$ cat src/pkg/sdc_pkg.sv
package sdc_pkg;

    // Register byte offsets on the AXI4-Lite slave
    localparam logic [7:0] OFF_DECIMATION = 8'h00;
    localparam logic [7:0] OFF_MODE = 8'h04;
    localparam logic [7:0] OFF_STATUS = 8'h08;
    localparam logic [7:0] OFF_PRIM_REF = 8'h0C;
    localparam logic [7:0] OFF_AUX_CTRL = 8'h10;
    localparam logic [7:0] OFF_CURRENT_SOURCE_CONTROL_REG = 8'h14;
    localparam logic [7:0] OFF_PRIM_IN = 8'h18;
    localparam logic [7:0] OFF_CAL_CMD = 8'h1C;
    localparam logic [7:0] OFF_RESULT = 8'h20;

    // Field positions
    localparam int MODE_CHOP_DIS_BIT = 3;
    localparam int MODE_NOTCH60_BIT = 6;
    localparam int CURRENT_SOURCE_CONTROL_REG_BURNOUT_BIT = 6;
    localparam int AUX_REF_BIT = 6;
    localparam int PREF_SEL_LSB = 6;
    localparam int PIN_BUF_LSB = 6;
    localparam int PIN_CHAN_LSB = 0;
    localparam int ST_RDY_BIT = 0;
    localparam int ST_REF_MISSING_BIT = 1;
    localparam int ST_PRIM_ERR_BIT = 2;
    localparam int ST_AUX_ERR_BIT = 3;
    localparam int ST_SETTLING_BIT = 4;
    localparam int ST_NOTCH_BAD_BIT = 5;

    // Reset values and limits
    localparam logic [7:0] DECIM_RESET = 8'h45;
    localparam logic [7:0] DECIM_MIN_NOCHOP = 8'h03;
    localparam logic [7:0] DECIM_MIN_CHOP = 8'h0D;
    localparam logic [7:0] NOTCH_MIN_WORD = 8'h44;
    localparam logic [7:0] MODE_RESET = 8'h00;
    localparam logic [1:0] SETTLE_CONVERSIONS = 2'h3;
    localparam logic [23:0] CLAMP_VALUE = 24'hFFFFFF;

    // Timing: modulator runs at 32.768 kHz, system clock at 200 MHz
    localparam longint CLK_HZ = 200000000;
    localparam longint MOD_HZ = 32768;
    localparam int MOD_DIV_CYCLES = int'(CLK_HZ / MOD_HZ);
    // One decimation step = 8 modulator samples = 0.244 ms
    localparam int MOD_PER_STEP = 8;

    // AXI responses
    localparam logic [1:0] RESP_OKAY = 2'h0;
    localparam logic [1:0] RESP_SLVERR = 2'h2;

    // Reference choice delivered to the analog section
    typedef enum logic [1:0] { SDC_REF_INTERNAL, SDC_REF_EXT1, SDC_REF_EXT2 } sdc_ref_t;

    typedef enum logic [1:0] { SDC_CAL_NONE, SDC_CAL_PRIMARY, SDC_CAL_AUX } sdc_cal_t;

    // Analog configuration outputs
    typedef struct packed {
        sdc_ref_t prim_ref;
        sdc_ref_t aux_ref;
        logic burnout_pair_a;
        logic burnout_pair_b;
        logic notch60_enable;
        logic chop_enable;
        logic [7:0] effective_decimation;
    } sdc_cfg_t;

endpackage

$ cat src/rtl/sdc_ctrl.sv
module sdc_ctrl import sdc_pkg::*; (
    // Clock, reset, enable
    input wire logic aclk,
    input wire logic aresetn,
    input wire logic clk_en,
    // AXI4-Lite write address
    input wire logic [7:0] s_awaddr,
    input wire logic s_awvalid,
    output logic s_awready,
    // AXI4-Lite write data
    input wire logic [31:0] s_wdata,
    input wire logic [3:0] s_wstrb,
    input wire logic s_wvalid,
    output logic s_wready,
    // AXI4-Lite write response
    output logic [1:0] s_bresp,
    output logic s_bvalid,
    input wire logic s_bready,
    // AXI4-Lite read address
    input wire logic [7:0] s_araddr,
    input wire logic s_arvalid,
    output logic s_arready,
    // AXI4-Lite read data
    output logic [31:0] s_rdata,
    output logic [1:0] s_rresp,
    output logic s_rvalid,
    input wire logic s_rready,
    // Analog section: reference detect and filter output
    input wire logic ref1_valid_pin,
    input wire logic filter_word_valid,
    input wire logic [23:0] filter_word,
    // Analog configuration and calibration register update
    output sdc_cfg_t cfg,
    output logic cal_write,
    output sdc_cal_t cal_target,
    output logic [23:0] cal_value
);

    logic [7:0] decimation_word;
    logic [7:0] converter_mode_reg;
    logic [7:0] primary_ref_control_reg;
    logic [7:0] aux_control_reg;
    logic [7:0] current_source_control_reg;
    logic [7:0] primary_input_control_reg;
    logic ref_sync1, ref_sync2;
    logic ref_missing_flag;
    logic primary_cal_error, aux_cal_error;
    logic data_ready;
    logic [1:0] settle_cnt;
    logic [23:0] result;
    logic [23:0] prev_word;
    logic have_prev;
    sdc_cal_t cal_active;
    logic cal_ref_lost;
    logic aw_held, w_held;
    logic [7:0] aw_addr;
    logic [31:0] w_data;
    logic [3:0] w_strb;
    logic wr_fire, rd_fire;
    logic status_read;
    logic chop_disabled;
    logic [7:0] eff_word;
    logic sync_step;

    // Swapping (chop) is off when mode bit 3 is set
    assign chop_disabled = converter_mode_reg[MODE_CHOP_DIS_BIT];

    // Clamp low words; the stored word itself is left as written
    always_comb begin
        eff_word = decimation_word;
        if (!chop_disabled && decimation_word < DECIM_MIN_CHOP) begin
            eff_word = DECIM_MIN_CHOP;
        end else if (chop_disabled && decimation_word < DECIM_MIN_NOCHOP) begin
            eff_word = DECIM_MIN_NOCHOP;
        end
    end

    // Configuration driven to the modulator and filter
    always_comb begin
        cfg.effective_decimation = eff_word;
        cfg.chop_enable = !chop_disabled;
        cfg.notch60_enable = converter_mode_reg[MODE_NOTCH60_BIT];
        case (primary_ref_control_reg[PREF_SEL_LSB +: 2])
            2'h1: cfg.prim_ref = SDC_REF_EXT1;
            2'h2: cfg.prim_ref = SDC_REF_EXT2;
            default: cfg.prim_ref = SDC_REF_INTERNAL;
        endcase
        // Auxiliary converter cannot reach the second pair
        cfg.aux_ref = aux_control_reg[AUX_REF_BIT] ? SDC_REF_EXT1 : SDC_REF_INTERNAL;
        // Burnout only on the two designated pairs and only when buffered
        cfg.burnout_pair_a = current_source_control_reg[CURRENT_SOURCE_CONTROL_REG_BURNOUT_BIT]
            && primary_input_control_reg[PIN_BUF_LSB] && primary_input_control_reg[PIN_CHAN_LSB +: 3] == 3'h2;
        cfg.burnout_pair_b = current_source_control_reg[CURRENT_SOURCE_CONTROL_REG_BURNOUT_BIT]
            && primary_input_control_reg[PIN_BUF_LSB + 1] && primary_input_control_reg[PIN_CHAN_LSB +: 3] == 3'h3;
    end

    // First reference pair detect, two-flop synchroniser; second pair is never looked at
    always_ff @(posedge aclk) begin
        if (!aresetn) begin
            // Reset to the good level so no false loss follows reset
            ref_sync1 <= 1'b1;
            ref_sync2 <= 1'b1;
        end else if (clk_en) begin
            ref_sync1 <= ref1_valid_pin;
            ref_sync2 <= ref_sync1;
        end
    end

    // Missing-reference flag follows the synchronised detector level
    always_ff @(posedge aclk) begin
        if (!aresetn) begin
            ref_missing_flag <= 1'b0;
        end else if (clk_en) begin
            ref_missing_flag <= !ref_sync2;
        end
    end

    // AXI write channel capture; address and data taken in either order
    // Ready stays low while frozen, so nothing is taken that cannot be stored
    assign s_awready = clk_en && !aw_held && !s_bvalid;
    assign s_wready = clk_en && !w_held && !s_bvalid;
    assign wr_fire = aw_held && w_held && !s_bvalid;

    always_ff @(posedge aclk) begin
        if (!aresetn) begin
            aw_held <= 1'b0;
            w_held <= 1'b0;
            aw_addr <= 8'h00;
            w_data <= 32'h00000000;
            w_strb <= 4'h0;
            s_bvalid <= 1'b0;
            s_bresp <= RESP_OKAY;
        end else if (clk_en) begin
            if (s_awvalid && s_awready) begin
                aw_held <= 1'b1;
                aw_addr <= s_awaddr;
            end
            if (s_wvalid && s_wready) begin
                w_held <= 1'b1;
                w_data <= s_wdata;
                w_strb <= s_wstrb;
            end
            if (wr_fire) begin
                aw_held <= 1'b0;
                w_held <= 1'b0;
                s_bvalid <= 1'b1;
                case (aw_addr)
                    OFF_DECIMATION, OFF_MODE, OFF_PRIM_REF, OFF_AUX_CTRL, OFF_CURRENT_SOURCE_CONTROL_REG, OFF_PRIM_IN, OFF_CAL_CMD:
                        s_bresp <= RESP_OKAY;
                    OFF_STATUS, OFF_RESULT: s_bresp <= RESP_OKAY; // Read-only, write ignored
                    default: s_bresp <= RESP_SLVERR;
                endcase
            end else if (s_bvalid && s_bready) begin
                s_bvalid <= 1'b0;
            end
        end
    end

    // Software-writable control registers, low byte lane only
    always_ff @(posedge aclk) begin
        if (!aresetn) begin
            decimation_word <= DECIM_RESET;
            converter_mode_reg <= MODE_RESET;
            primary_ref_control_reg <= 8'h00;
            aux_control_reg <= 8'h00;
            current_source_control_reg <= 8'h00;
            primary_input_control_reg <= 8'h00;
        end else if (clk_en && wr_fire && w_strb[0]) begin
            case (aw_addr)
                OFF_DECIMATION: decimation_word <= w_data[7:0];
                OFF_MODE: converter_mode_reg <= w_data[7:0];
                OFF_PRIM_REF: primary_ref_control_reg <= w_data[7:0];
                OFF_AUX_CTRL: aux_control_reg <= w_data[7:0];
                OFF_CURRENT_SOURCE_CONTROL_REG: current_source_control_reg <= w_data[7:0];
                OFF_PRIM_IN: primary_input_control_reg <= w_data[7:0];
                default: ;
            endcase
        end
    end

    // A channel, mode or decimation write counts as a synchronized step
    assign sync_step = wr_fire && w_strb[0] && (aw_addr == OFF_PRIM_IN || aw_addr == OFF_MODE
        || aw_addr == OFF_DECIMATION);

    // Calibration sequencing: start via command register, finish on next filter word
    always_ff @(posedge aclk) begin
        if (!aresetn) begin
            cal_active <= SDC_CAL_NONE;
            cal_ref_lost <= 1'b0;
            cal_write <= 1'b0;
            cal_target <= SDC_CAL_NONE;
            cal_value <= 24'h000000;
        end else if (clk_en) begin
            cal_write <= 1'b0;
            if (cal_active == SDC_CAL_NONE) begin
                if (wr_fire && w_strb[0] && aw_addr == OFF_CAL_CMD && w_data[1:0] != 2'h0) begin
                    cal_active <= w_data[0] ? SDC_CAL_PRIMARY : SDC_CAL_AUX;
                    cal_ref_lost <= 1'b0;
                end
            end else begin
                // Loss at any point of the calibration is remembered
                if (ref_missing_flag) begin
                    cal_ref_lost <= 1'b1;
                end
                if (filter_word_valid) begin
                    cal_active <= SDC_CAL_NONE;
                    // Reference present throughout, so this result is usable
                    if (!cal_ref_lost && !ref_missing_flag) begin
                        cal_write <= 1'b1;
                        cal_target <= cal_active;
                        cal_value <= filter_word;
                    end
                end
            end
        end
    end

    // Conversion results: averaging with swapping, settle count without, clamp on missing ref
    always_ff @(posedge aclk) begin
        if (!aresetn) begin
            result <= 24'h000000;
            prev_word <= 24'h000000;
            have_prev <= 1'b0;
            settle_cnt <= 2'h0;
            data_ready <= 1'b0;
        end else if (clk_en) begin
            if (sync_step) begin
                settle_cnt <= SETTLE_CONVERSIONS;
                have_prev <= 1'b0;
            end else if (filter_word_valid && cal_active == SDC_CAL_NONE) begin
                prev_word <= filter_word;
                have_prev <= 1'b1;
                if (chop_disabled && settle_cnt != 2'h0) begin
                    settle_cnt <= settle_cnt - 2'h1;
                end else if (!chop_disabled && !have_prev) begin
                    // Swapping needs a pair of filter words before the first average
                    settle_cnt <= 2'h0;
                end else begin
                    data_ready <= 1'b1;
                    if (ref_missing_flag) begin
                        result <= CLAMP_VALUE;
                    end else if (!chop_disabled) begin
                        result <= 24'((25'(filter_word) + 25'(prev_word)) >> 1);
                    end else begin
                        result <= filter_word;
                    end
                end
            end
            // Reading the result clears ready unless a filter word arrives outside calibration the same cycle
            if (rd_fire && s_araddr == OFF_RESULT && !(filter_word_valid && cal_active == SDC_CAL_NONE)) begin
                data_ready <= 1'b0;
            end
        end
    end

    // Calibration error bits: set wins over clear-on-status-read
    assign status_read = rd_fire && s_araddr == OFF_STATUS;
    always_ff @(posedge aclk) begin
        if (!aresetn) begin
            primary_cal_error <= 1'b0;
            aux_cal_error <= 1'b0;
        end else if (clk_en) begin
            if (status_read) begin
                primary_cal_error <= 1'b0;
                aux_cal_error <= 1'b0;
            end
            if (filter_word_valid && (cal_ref_lost || ref_missing_flag)) begin
                if (cal_active == SDC_CAL_PRIMARY) primary_cal_error <= 1'b1;
                if (cal_active == SDC_CAL_AUX) aux_cal_error <= 1'b1;
            end
        end
    end

    // AXI read channel: one outstanding read, answer one cycle after address
    assign s_arready = clk_en && !s_rvalid;
    assign rd_fire = s_arvalid && s_arready;
    always_ff @(posedge aclk) begin
        if (!aresetn) begin
            s_rvalid <= 1'b0;
            s_rdata <= 32'h00000000;
            s_rresp <= RESP_OKAY;
        end else if (clk_en) begin
            if (rd_fire) begin
                s_rvalid <= 1'b1;
                s_rresp <= RESP_OKAY;
                case (s_araddr)
                    OFF_DECIMATION: s_rdata <= {24'h000000, decimation_word};
                    OFF_MODE: s_rdata <= {24'h000000, converter_mode_reg};
                    OFF_STATUS: begin
                        s_rdata <= 32'h00000000;
                        s_rdata[ST_RDY_BIT] <= data_ready;
                        s_rdata[ST_REF_MISSING_BIT] <= ref_missing_flag;
                        s_rdata[ST_PRIM_ERR_BIT] <= primary_cal_error;
                        s_rdata[ST_AUX_ERR_BIT] <= aux_cal_error;
                        s_rdata[ST_SETTLING_BIT] <= settle_cnt != 2'h0;
                        // Notch with too small a word gives wrong results
                        s_rdata[ST_NOTCH_BAD_BIT] <= converter_mode_reg[MODE_NOTCH60_BIT]
                            && eff_word < NOTCH_MIN_WORD;
                    end
                    OFF_PRIM_REF: s_rdata <= {24'h000000, primary_ref_control_reg};
                    OFF_AUX_CTRL: s_rdata <= {24'h000000, aux_control_reg};
                    OFF_CURRENT_SOURCE_CONTROL_REG: s_rdata <= {24'h000000, current_source_control_reg};
                    OFF_PRIM_IN: s_rdata <= {24'h000000, primary_input_control_reg};
                    OFF_CAL_CMD: s_rdata <= {30'h00000000, cal_active};
                    OFF_RESULT: s_rdata <= {8'h00, result};
                    default: begin
                        s_rdata <= 32'h00000000;
                        s_rresp <= RESP_SLVERR;
                    end
                endcase
            end else if (s_rvalid && s_rready) begin
                s_rvalid <= 1'b0;
            end
        end
    end

endmodule // sdc_ctrl

$ cat config.mk
export PLATFORM = sky130hd
export DESIGN_NAME = sdc_ctrl
export DESIGN_NICKNAME = d
export VERILOG_FILES = /design/src/pkg/sdc_pkg.sv /design/src/rtl/sdc_ctrl.sv
export SDC_FILE = /design/constraint.sdc
export NUM_CORES = 1
export LEC_CHECK = 0
export BUFFER_PORTS_ARGS = -buffer_cell sky130_fd_sc_hd__buf_2
export CAP_MARGIN = 20
export CORE_MARGIN = 1
export CORE_UTILIZATION = 51
export DETAILED_ROUTE_END_ITERATION = 12
export PLACE_DENSITY_LB_ADDON = 0.25
export RECOVER_POWER = 100
export SYNTH_ARGS = -nofsm -noshare
export SYNTH_HDL_FRONTEND = slang
export SYNTH_SLANG_ARGS = --single-unit
$ cat constraint.sdc
create_clock -name aclk -period 2.4 [get_ports aclk]
set_input_delay 0.24 -clock aclk [delete_from_list [all_inputs] [get_ports aclk]]
set_output_delay 0.24 -clock aclk [all_outputs]
set_load 0.05 [all_outputs]
# --- After elaboration in Yosys (flattened, before gate mapping) ---
# Cells that the tools add are included.
totals:
  inputBits: 86
  reg_bits: 192
op_classes:
  n_eq_ne: 26
  magnitude_cmp: 3
  n_reduce_logical: 84
  n_mux: 44
  add_sub_neg: 2
  bitwise_logic: 4
ops:
  columns: ["op", "count"]
  rows:
  - ["case mux 24 bit (9 select lines)", 1]
  - ["equality test 8 x 5 -> 1 bit (second input constant)", 8]
  - ["2-to-1 mux 24 bit", 2]
  - ["logical AND 1 bit", 33]
  - ["equality test 8 x 4 -> 1 bit (second input constant)", 4]
  - ["AND reduction 2 bit", 15]
  - ["2-to-1 mux 1 bit", 28]
  - ["adder 24 x 24 -> 25 bit", 1]
  - ["2-to-1 mux 2 bit", 10]
  - ["nonzero test 2 bit", 10]
  - ["OR reduction 9 bit", 2]
  - ["equality test 8 x 3 -> 1 bit (second input constant)", 2]
  - ["equality test 8 x 6 -> 1 bit (second input constant)", 2]
  - ["logical NOT 8 bit", 2]
  - ["2-to-1 mux 8 bit", 2]
  - ["AND reduction 3 bit", 4]
  - ["logical NOT 1 bit", 10]
  - ["AND reduction 5 bit", 2]
  - ["< comparator 8 x 2 -> 1 bit (second input constant)", 1]
  - ["< comparator 8 x 4 -> 1 bit (second input constant)", 1]
  - ["< comparator 8 x 7 -> 1 bit (second input constant)", 1]
  - ["inequality test 2 x 1 -> 1 bit (second input constant)", 4]
  - ["equality test 3 x 2 -> 1 bit (second input constant)", 2]
  - ["equality test 2 x 1 -> 1 bit (second input constant)", 2]
  - ["8 further kinds", 14]

# --- Logic depth before layout (Yosys ltp) ---
# Gate-level depths: netlist of the first run.
logic_depth:
  depth_word: 7
  mapped_depth: 10
  ltp_nobuf: 9

# --- Least setup slack after synthesis of the first run ---
# Ideal clock, no wire load.
synth_timing:
  kind: "register to register"
  startpoint: "register prev_word[3]"
  endpoint: "register result[17]"
  slack_ns: 0.131
  path_buffers: 0
  arrival_time_ns: 2.153
  stages_incl_launch_ff: 9
  cell_sequence: "dfxtp_1 ha_1 o211ai_1 a21oi_1 o211ai_2 o21ai_1 o311a_1 or4b_1 and3_1"
synth_between:
  elab_chain_len: 3
synth_rtl:
  columns: ["element", "line_no", "text"]
  rows:
  - ["start, declared", "sdc_ctrl.sv:51", "logic [23:0] prev_word;"]
  - ["start signal, assigned", "sdc_ctrl.sv:231", "prev_word <= filter_word;"]
  - ["adder 24 x 24 -> 25 bit", "sdc_ctrl.sv:243", "result <= 24'((25'(filter_word) + 25'(prev_word)) >> 1);"]
  - ["2-to-1 mux 24 bit", "sdc_ctrl.sv:242", "end else if (!chop_disabled) begin"]
  - ["2-to-1 mux 24 bit", "sdc_ctrl.sv:240", "if (ref_missing_flag) begin"]
  - ["end signal, assigned", "sdc_ctrl.sv:243", null]
  - ["end signal, assigned", "sdc_ctrl.sv:245", "result <= filter_word;"]
  - ["end, declared", "sdc_ctrl.sv:50", "logic [23:0] result;"]
# Every way passes these cells.
# A chain may end at the register's enable or synchronous reset.

# --- Final worst setup path of the first run ---
layout_timing:
  startpoint: "register prev_word[5]"
  endpoint: "register result[17]"
# Same word-level chain as after synthesis.

==> reports/metrics.cfg, run 1 <==
[power]
irDropWorstVdd_uv = 517
p_leak_nw = 4.39
total_power_mw = 6.83
power_density_nw_per_um2 = 626

[timing]
worst_slew_pin_slew_ps = 1250
max_slew_margin = 0.169
final_max_slew_viol_count = 0
rsz0062_at_grt = yes
setup-tns-final_ps = 0
period_needed_ps = 2340
hold_viol_final = 0
max_freq_mhz = 427
fin_skew_ps = 12.3
hold_ws_ps = 23.9
setup_violations = 0
min_period_over_period = 0.975

[floorplan]
initial_core_util = 0.528
die_h_um = 137
fp.dieW_um = 137
io_pins = 170
core_um2 = 17500
dieArea_um2 = 18700
rows = 48

[cells_and_area]
drive_gt1_frac = 0.156
final_cells = 1449
finalNetCount = 1322
antenna_cells = 0
fillers = 1595
utilization = 0.622
multi_input_area_um2 = 5280
regArea_um2 = 3640
syn_to_final_growth_pct = 17.8

[global_route]
grt_pass1_wl_um = 38800
antenna_found_initial = 0
grtUsageTotal = 0.267
grt_overflow = 0
grt_pass1_vias = 7550
grt_max_degree = 64

[worst_setup_path]
r2r_cells = 8
path_class = flip-flop to flip-flop
crit_path_max_fanout = 4
crit_arrival_ps = 2680
startpoint_type = flip-flop
crit_required_ps = 2740
endpoint_kind = flip-flop

[yosys]
synthCells = 1070
yosysWarningCount = 0
netlist_top_cells_count = 182 x dfxtp_1, 159 x nand2_1, 86 x mux2i_1
synth-async-reset-ratio = 0
syn_area_per_cell_um2 = 8.65
synth_area_leaders = dfxtp_1 39%, mux2i_1 9.3%, nand2_1 6.4%, nor2b_1 5.7%, a21boi_0 5.2%
synth_top_cell_area_share = 0.394
synthFlopType = dfxtp_1
synth_area_um2 = 9260
synth_top_area_cell = dfxtp_1
synth-seq-cells = 182
yosysSeqAreaShare = 0.394
synth_edf_count = 0
synth.distinct_cells = 72
synth_most_common_cell = dfxtp_1

[clock_tree]
postCtsSetupBuffers = 0
cts-hold-fix-buffers = 0
cts_tree = done
cts-buffers-inserted = 17
worstSkewPairLatency_ps = 440
cts_max_level = 4
clk_pin_slew_ps = 80
clockBufferDepth = 2
root_buffer = clkbuf_16
cts.sink_count = 182

[placement]
port_buffers = 131
globalplace.congestion = 0.882
dp.cells = 1417
hpwlAfterDp_um = 17500

[detailed_routing]
vias = 8034
antenna_left = 0
firstDrtPassIters = 5
viasPerCell = 5.54
dr.first_iter.drc_count = 525
wire_per_inst_um = 16.7
wl_um = 24200
post-route-drc-count = 0

[flow_run]
drv_cap = 0

[worst_hold_path]
hold_path_depth = 3
min_path_type = input port to flip-flop

[status]
status = finished, final reports clean

==> report_power, final <==
part	switching (mW)	total (mW)	internal, mW
Combinational	0.511	0.848	0.337
Sequential	0.0580	3.14	3.08
Clock	1.28	2.84	1.55
==> cell type report <==
cell class	count	share of cell area
multi-input combinational	799	0.484
sequential	182	0.334
timing repair buffer	199	0.0971
clock buffer	20	0.0428
tap	225	0.0258
clock inverter	12	0.0124
inverter	12	0.00413
==> kinds of logic after synthesis <==
kind of cell | after synthesis | share of synthesized area
AOI/OAI and AO/OA | 255 | 0.185
adders and majority gates | 25 | 0.0346
buffers and inverters | 99 | 0.0502
DFF | 182 | 0.394
other | 1 | 0.000405
and+or+nand+nor | 396 | 0.215
muxes | 92 | 0.103
xor gates and xnor gates | 20 | 0.0189
==> cell usage in the layout (no fill, tap or decap), drive strengths merged, types with 9 or more instances in the layout <==
master    n
dfxtp   182
nand2   159
buf     121
clkbuf   98
mux2i    86
nor2b    84
a21boi   66
a21oi    59
o21ai    45
nor2     44
nand3    29
ha       24
o211ai   19
inv      18
nor3     15
or3      13
xor2     12
a22oi    11
conb     11
and2      9
==> metrics by stage <==
step                worst slack [ps]  cell area, um2
floorplan                        131            9290
global placement               -92.9           10300
detailed placement             -84.7           10300
CTS                             15.6           11000
global route                   -39.1           10900
finish                          59.1           10900
==> critical path, stage by stage (launching register included) <==
cell      delay, ps
dfxtp_1         310
ha_1            340
a21oi_2         180
nand2_1         100
o211ai_2        230
o21ai_2          80
o311a_1         340
or4b_1          490
and3_1          170
==> timing repair <==
item / in CTS / in global routing
setup endpoints to repair: 4 / 10
pin swaps: 0 / 5
gates resized for setup: 4 / 15
==> routing by layer <==
layer  global-route usage  part of all wire
met3               0.0515             0.058
met5                    0                 0
met2                0.413              0.45
met4               0.0772             0.018
met1                0.375              0.47
==> path summary, 6_finish.rpt <==
path                                   from                        to  slack, ps
setup / recovery  prev_word[5]$_SDFFE_PN0P_   result[17]$_SDFFE_PN0P_         60
hold / removal               ref1_valid_pin    ref_sync1$_SDFFE_PN1P_         20
setup reg to reg  prev_word[5]$_SDFFE_PN0P_   result[17]$_SDFFE_PN0P_         60
hold reg to reg    s_rdata[14]$_SDFFE_PN0P_  s_rdata[14]$_SDFFE_PN0P_        460
No activity file was read; power rests on OpenSTA's default activity.
==> run 2: changes to the inputs <==
--- a/config.mk
+++ b/config.mk
@@ -8,9 +8,9 @@
 export BUFFER_PORTS_ARGS = -buffer_cell sky130_fd_sc_hd__buf_2
 export CAP_MARGIN = 20
 export CORE_MARGIN = 1
-export CORE_UTILIZATION = 51
+export CORE_UTILIZATION = 60
 export DETAILED_ROUTE_END_ITERATION = 12
-export PLACE_DENSITY_LB_ADDON = 0.25
+export PLACE_DENSITY = 0.89
 export RECOVER_POWER = 100
 export SYNTH_ARGS = -nofsm -noshare
 export SYNTH_HDL_FRONTEND = slang
==> constraint.sdc (replaced) <==
create_clock -name aclk -period 2.8 [get_ports aclk]
set_input_delay 0.28 -clock aclk [delete_from_list [all_inputs] [get_ports aclk]]
set_output_delay 0.28 -clock aclk [all_outputs]
set_load 0.05 [all_outputs]
==> run 2 against run 1 <==
Net effect: count of clock-buffer cells in the layout is the same; via count hardly changed; setup slack improved by 170 ps; sequential share of layout area increased by 1.9 points; highest routed layer unchanged.
==> reports/metrics.cfg, run 2 (synthesis results as in run 1) <==
[floorplan]
die_h_um = 126  ; -7.7%
rows = 45  ; -6.3%
dieArea_um2 = 15900  ; -15%
core_um2 = 15100  ; -14%
fp.dieW_um = 126  ; -7.7%
initial_core_util = 0.611  ; +0.0833
io_pins = 170  ; unchanged

[timing]
fin_skew_ps = 10.8  ; -1.50 ps
setup-tns-final_ps = 0  ; unchanged
period_needed_ps = 2580
hold_ws_ps = 75.9  ; +52.0 ps
min_period_over_period = 0.920
setup_violations = 0  ; unchanged
hold_viol_final = 0  ; unchanged
final_max_slew_viol_count = 0  ; unchanged
max_freq_mhz = 388
worst_slew_pin_slew_ps = 1280  ; +38.5 ps
worst_slack_ps = 224  ; +165 ps
max_slew_margin = 0.143  ; -0.0257
rsz0062_at_grt = no

[cells_and_area]
final_cell_mix = 182 x dfxtp_1, 159 x nand2_1, 86 x mux2i_1, 84 x nor2b_1, 79 x clkbuf_1
drive_gt1_frac = 0.101  ; -0.0552
finalNetCount = 1271  ; -3.9%
syn_to_final_growth_pct = 11.3
fillers = 1241  ; -22%
antenna_cells = 0  ; unchanged
utilization = 0.680  ; +0.0584
final_common_cell = dfxtp_1

[power]
p_sw_mw = 1.47  ; -21%
p_int_mw = 4.14  ; -17%
p_seq_frac = 0.480  ; +0.020
combPwrFrac = 0.115  ; -0.009
irDropWorstVdd_uv = 565  ; +9.3%
p_clk_frac = 0.405  ; -0.011
p_sw_frac = 0.262  ; -0.00968
p_leak_nw = 4.09  ; -6.9%
power_density_nw_per_um2 = 545  ; -13%

[clock_tree]
cts-hold-fix-buffers = 0  ; unchanged
cts-buffers-inserted = 17  ; unchanged
postCtsSetupBuffers = 0  ; unchanged
root_buffer = clkbuf_16
cts_max_level = 4  ; unchanged
worstSkewPairLatency_ps = 430  ; about the same
clockBufferDepth = 2  ; unchanged
cts_resized = 0  ; -4
cts.sink_count = 182  ; unchanged
cts_tree = done
clk_pin_slew_ps = 70  ; about the same

[detailed_routing]
dr.first_iter.drc_count = 625  ; +19%
post-route-drc-count = 0  ; unchanged
vias = 8035  ; +0.012%
wl_um = 22900  ; -5.3%
viasPerCell = 5.92  ; +6.7%
firstDrtPassIters = 5  ; unchanged
antenna_left = 0  ; unchanged
wire_per_inst_um = 16.8  ; +1.0%

[status]
status = finished, final reports clean

[global_route]
grt_pass1_wl_um = 37500  ; -3.4%
grt_max_degree = 80  ; +25%
grt_overflow = 0  ; unchanged
antenna_found_initial = 0  ; unchanged
grt_pass1_vias = 7463  ; -1.2%
grtUsageTotal = 0.295  ; +0.0278

[flow_run]
drv_cap = 0  ; unchanged

[worst_setup_path]
crit_arrival_ps = 2950  ; +270 ps
path_class = input port to flip-flop
startpoint_type = input port
crit_required_ps = 3180  ; +440 ps
crit_path_max_fanout = 20  ; +16
endpoint_kind = flip-flop
r2r_cells = 7  ; -1

[placement]
port_buffers = 131  ; unchanged
place_ws_ps = 199  ; +284 ps
globalplace.congestion = 0.952  ; +8.0%
hpwlAfterDp_um = 16500  ; -5.9%

[worst_hold_path]
hold_path_depth = 3  ; unchanged
min_path_type = input port to flip-flop

==> run 2: cell count changes in the layout (fill, tap and decap cells not counted), sizes merged <==
cell / delta
clkbuf: +5
inv: -2
buf: -56
clkinv: -1
==> run 2: routing by layer <==
metal,track usage,part of all wire,vias up
li1,-,-,3897
met5,0,0,-
met4,0.103,0.022,0
met1,0.406,0.47,3795
met2,0.456,0.45,303
met3,0.0624,0.062,40
==> run 2: final cells by class <==
cell class,instances,area (um2),share of cell area
multi-input combinational,799,5170,0.501
sequential,182,3640,0.354
timing repair buffer,148,666,0.0646
clock buffer,20,457,0.0443
tap,188,235,0.0228
clock inverter,9,92.6,0.00898
inverter,12,45.0,0.00437
==> run 2: worst paths after layout <==
path / from / end / slack, ps
worst min register to register: aw_addr[1]$_SDFFE_PN0P_ / aw_addr[1]$_SDFFE_PN0P_ / 470
worst min-delay path: ref1_valid_pin / ref_sync1$_SDFFE_PN1P_ / 80
worst max-delay path: s_araddr[1] / s_rdata[7]$_SDFFE_PN0P_ / 220
worst max register to register: aw_addr[7]$_SDFFE_PN0P_ / converter_mode_reg[4]$_SDFFE_PN0P_ / 230
==> run 2: through the flow <==
| stage | total power [mW] | area [um2] | std cells |
|---|---|---|---|
| global placement | 3.38 | 9920 | 1329 |
| floorplan | 3.21 | 9290 | 1080 |
| detailed placement | 3.39 | 9920 | 1329 |
| CTS | 5.63 | 10500 | 1358 |
| global route | 5.80 | 10300 | 1358 |
| finish | 5.61 | 10300 | 1358 |
==> run 2: worst max-delay path, stage by stage <==
cell,delay [ps]
buf_2,100
or4_1,610
or3_1,460
nor2_1,180
and2_0,850
a211oi_1,170
o21ai_1,130
o211a_1,150
==> run 2: power groups by stage <==
stage	logic (mW)	clock network (mW)	registers (mW)
2_1_floorplan	0.460	0	2.75
3_5_place_dp	0.643	0	2.75
6_report	0.648	2.27	2.69
4_1_cts	0.649	2.29	2.69
5_1_grt	0.707	2.40	2.70
3_3_place_gp	0.633	0	2.75
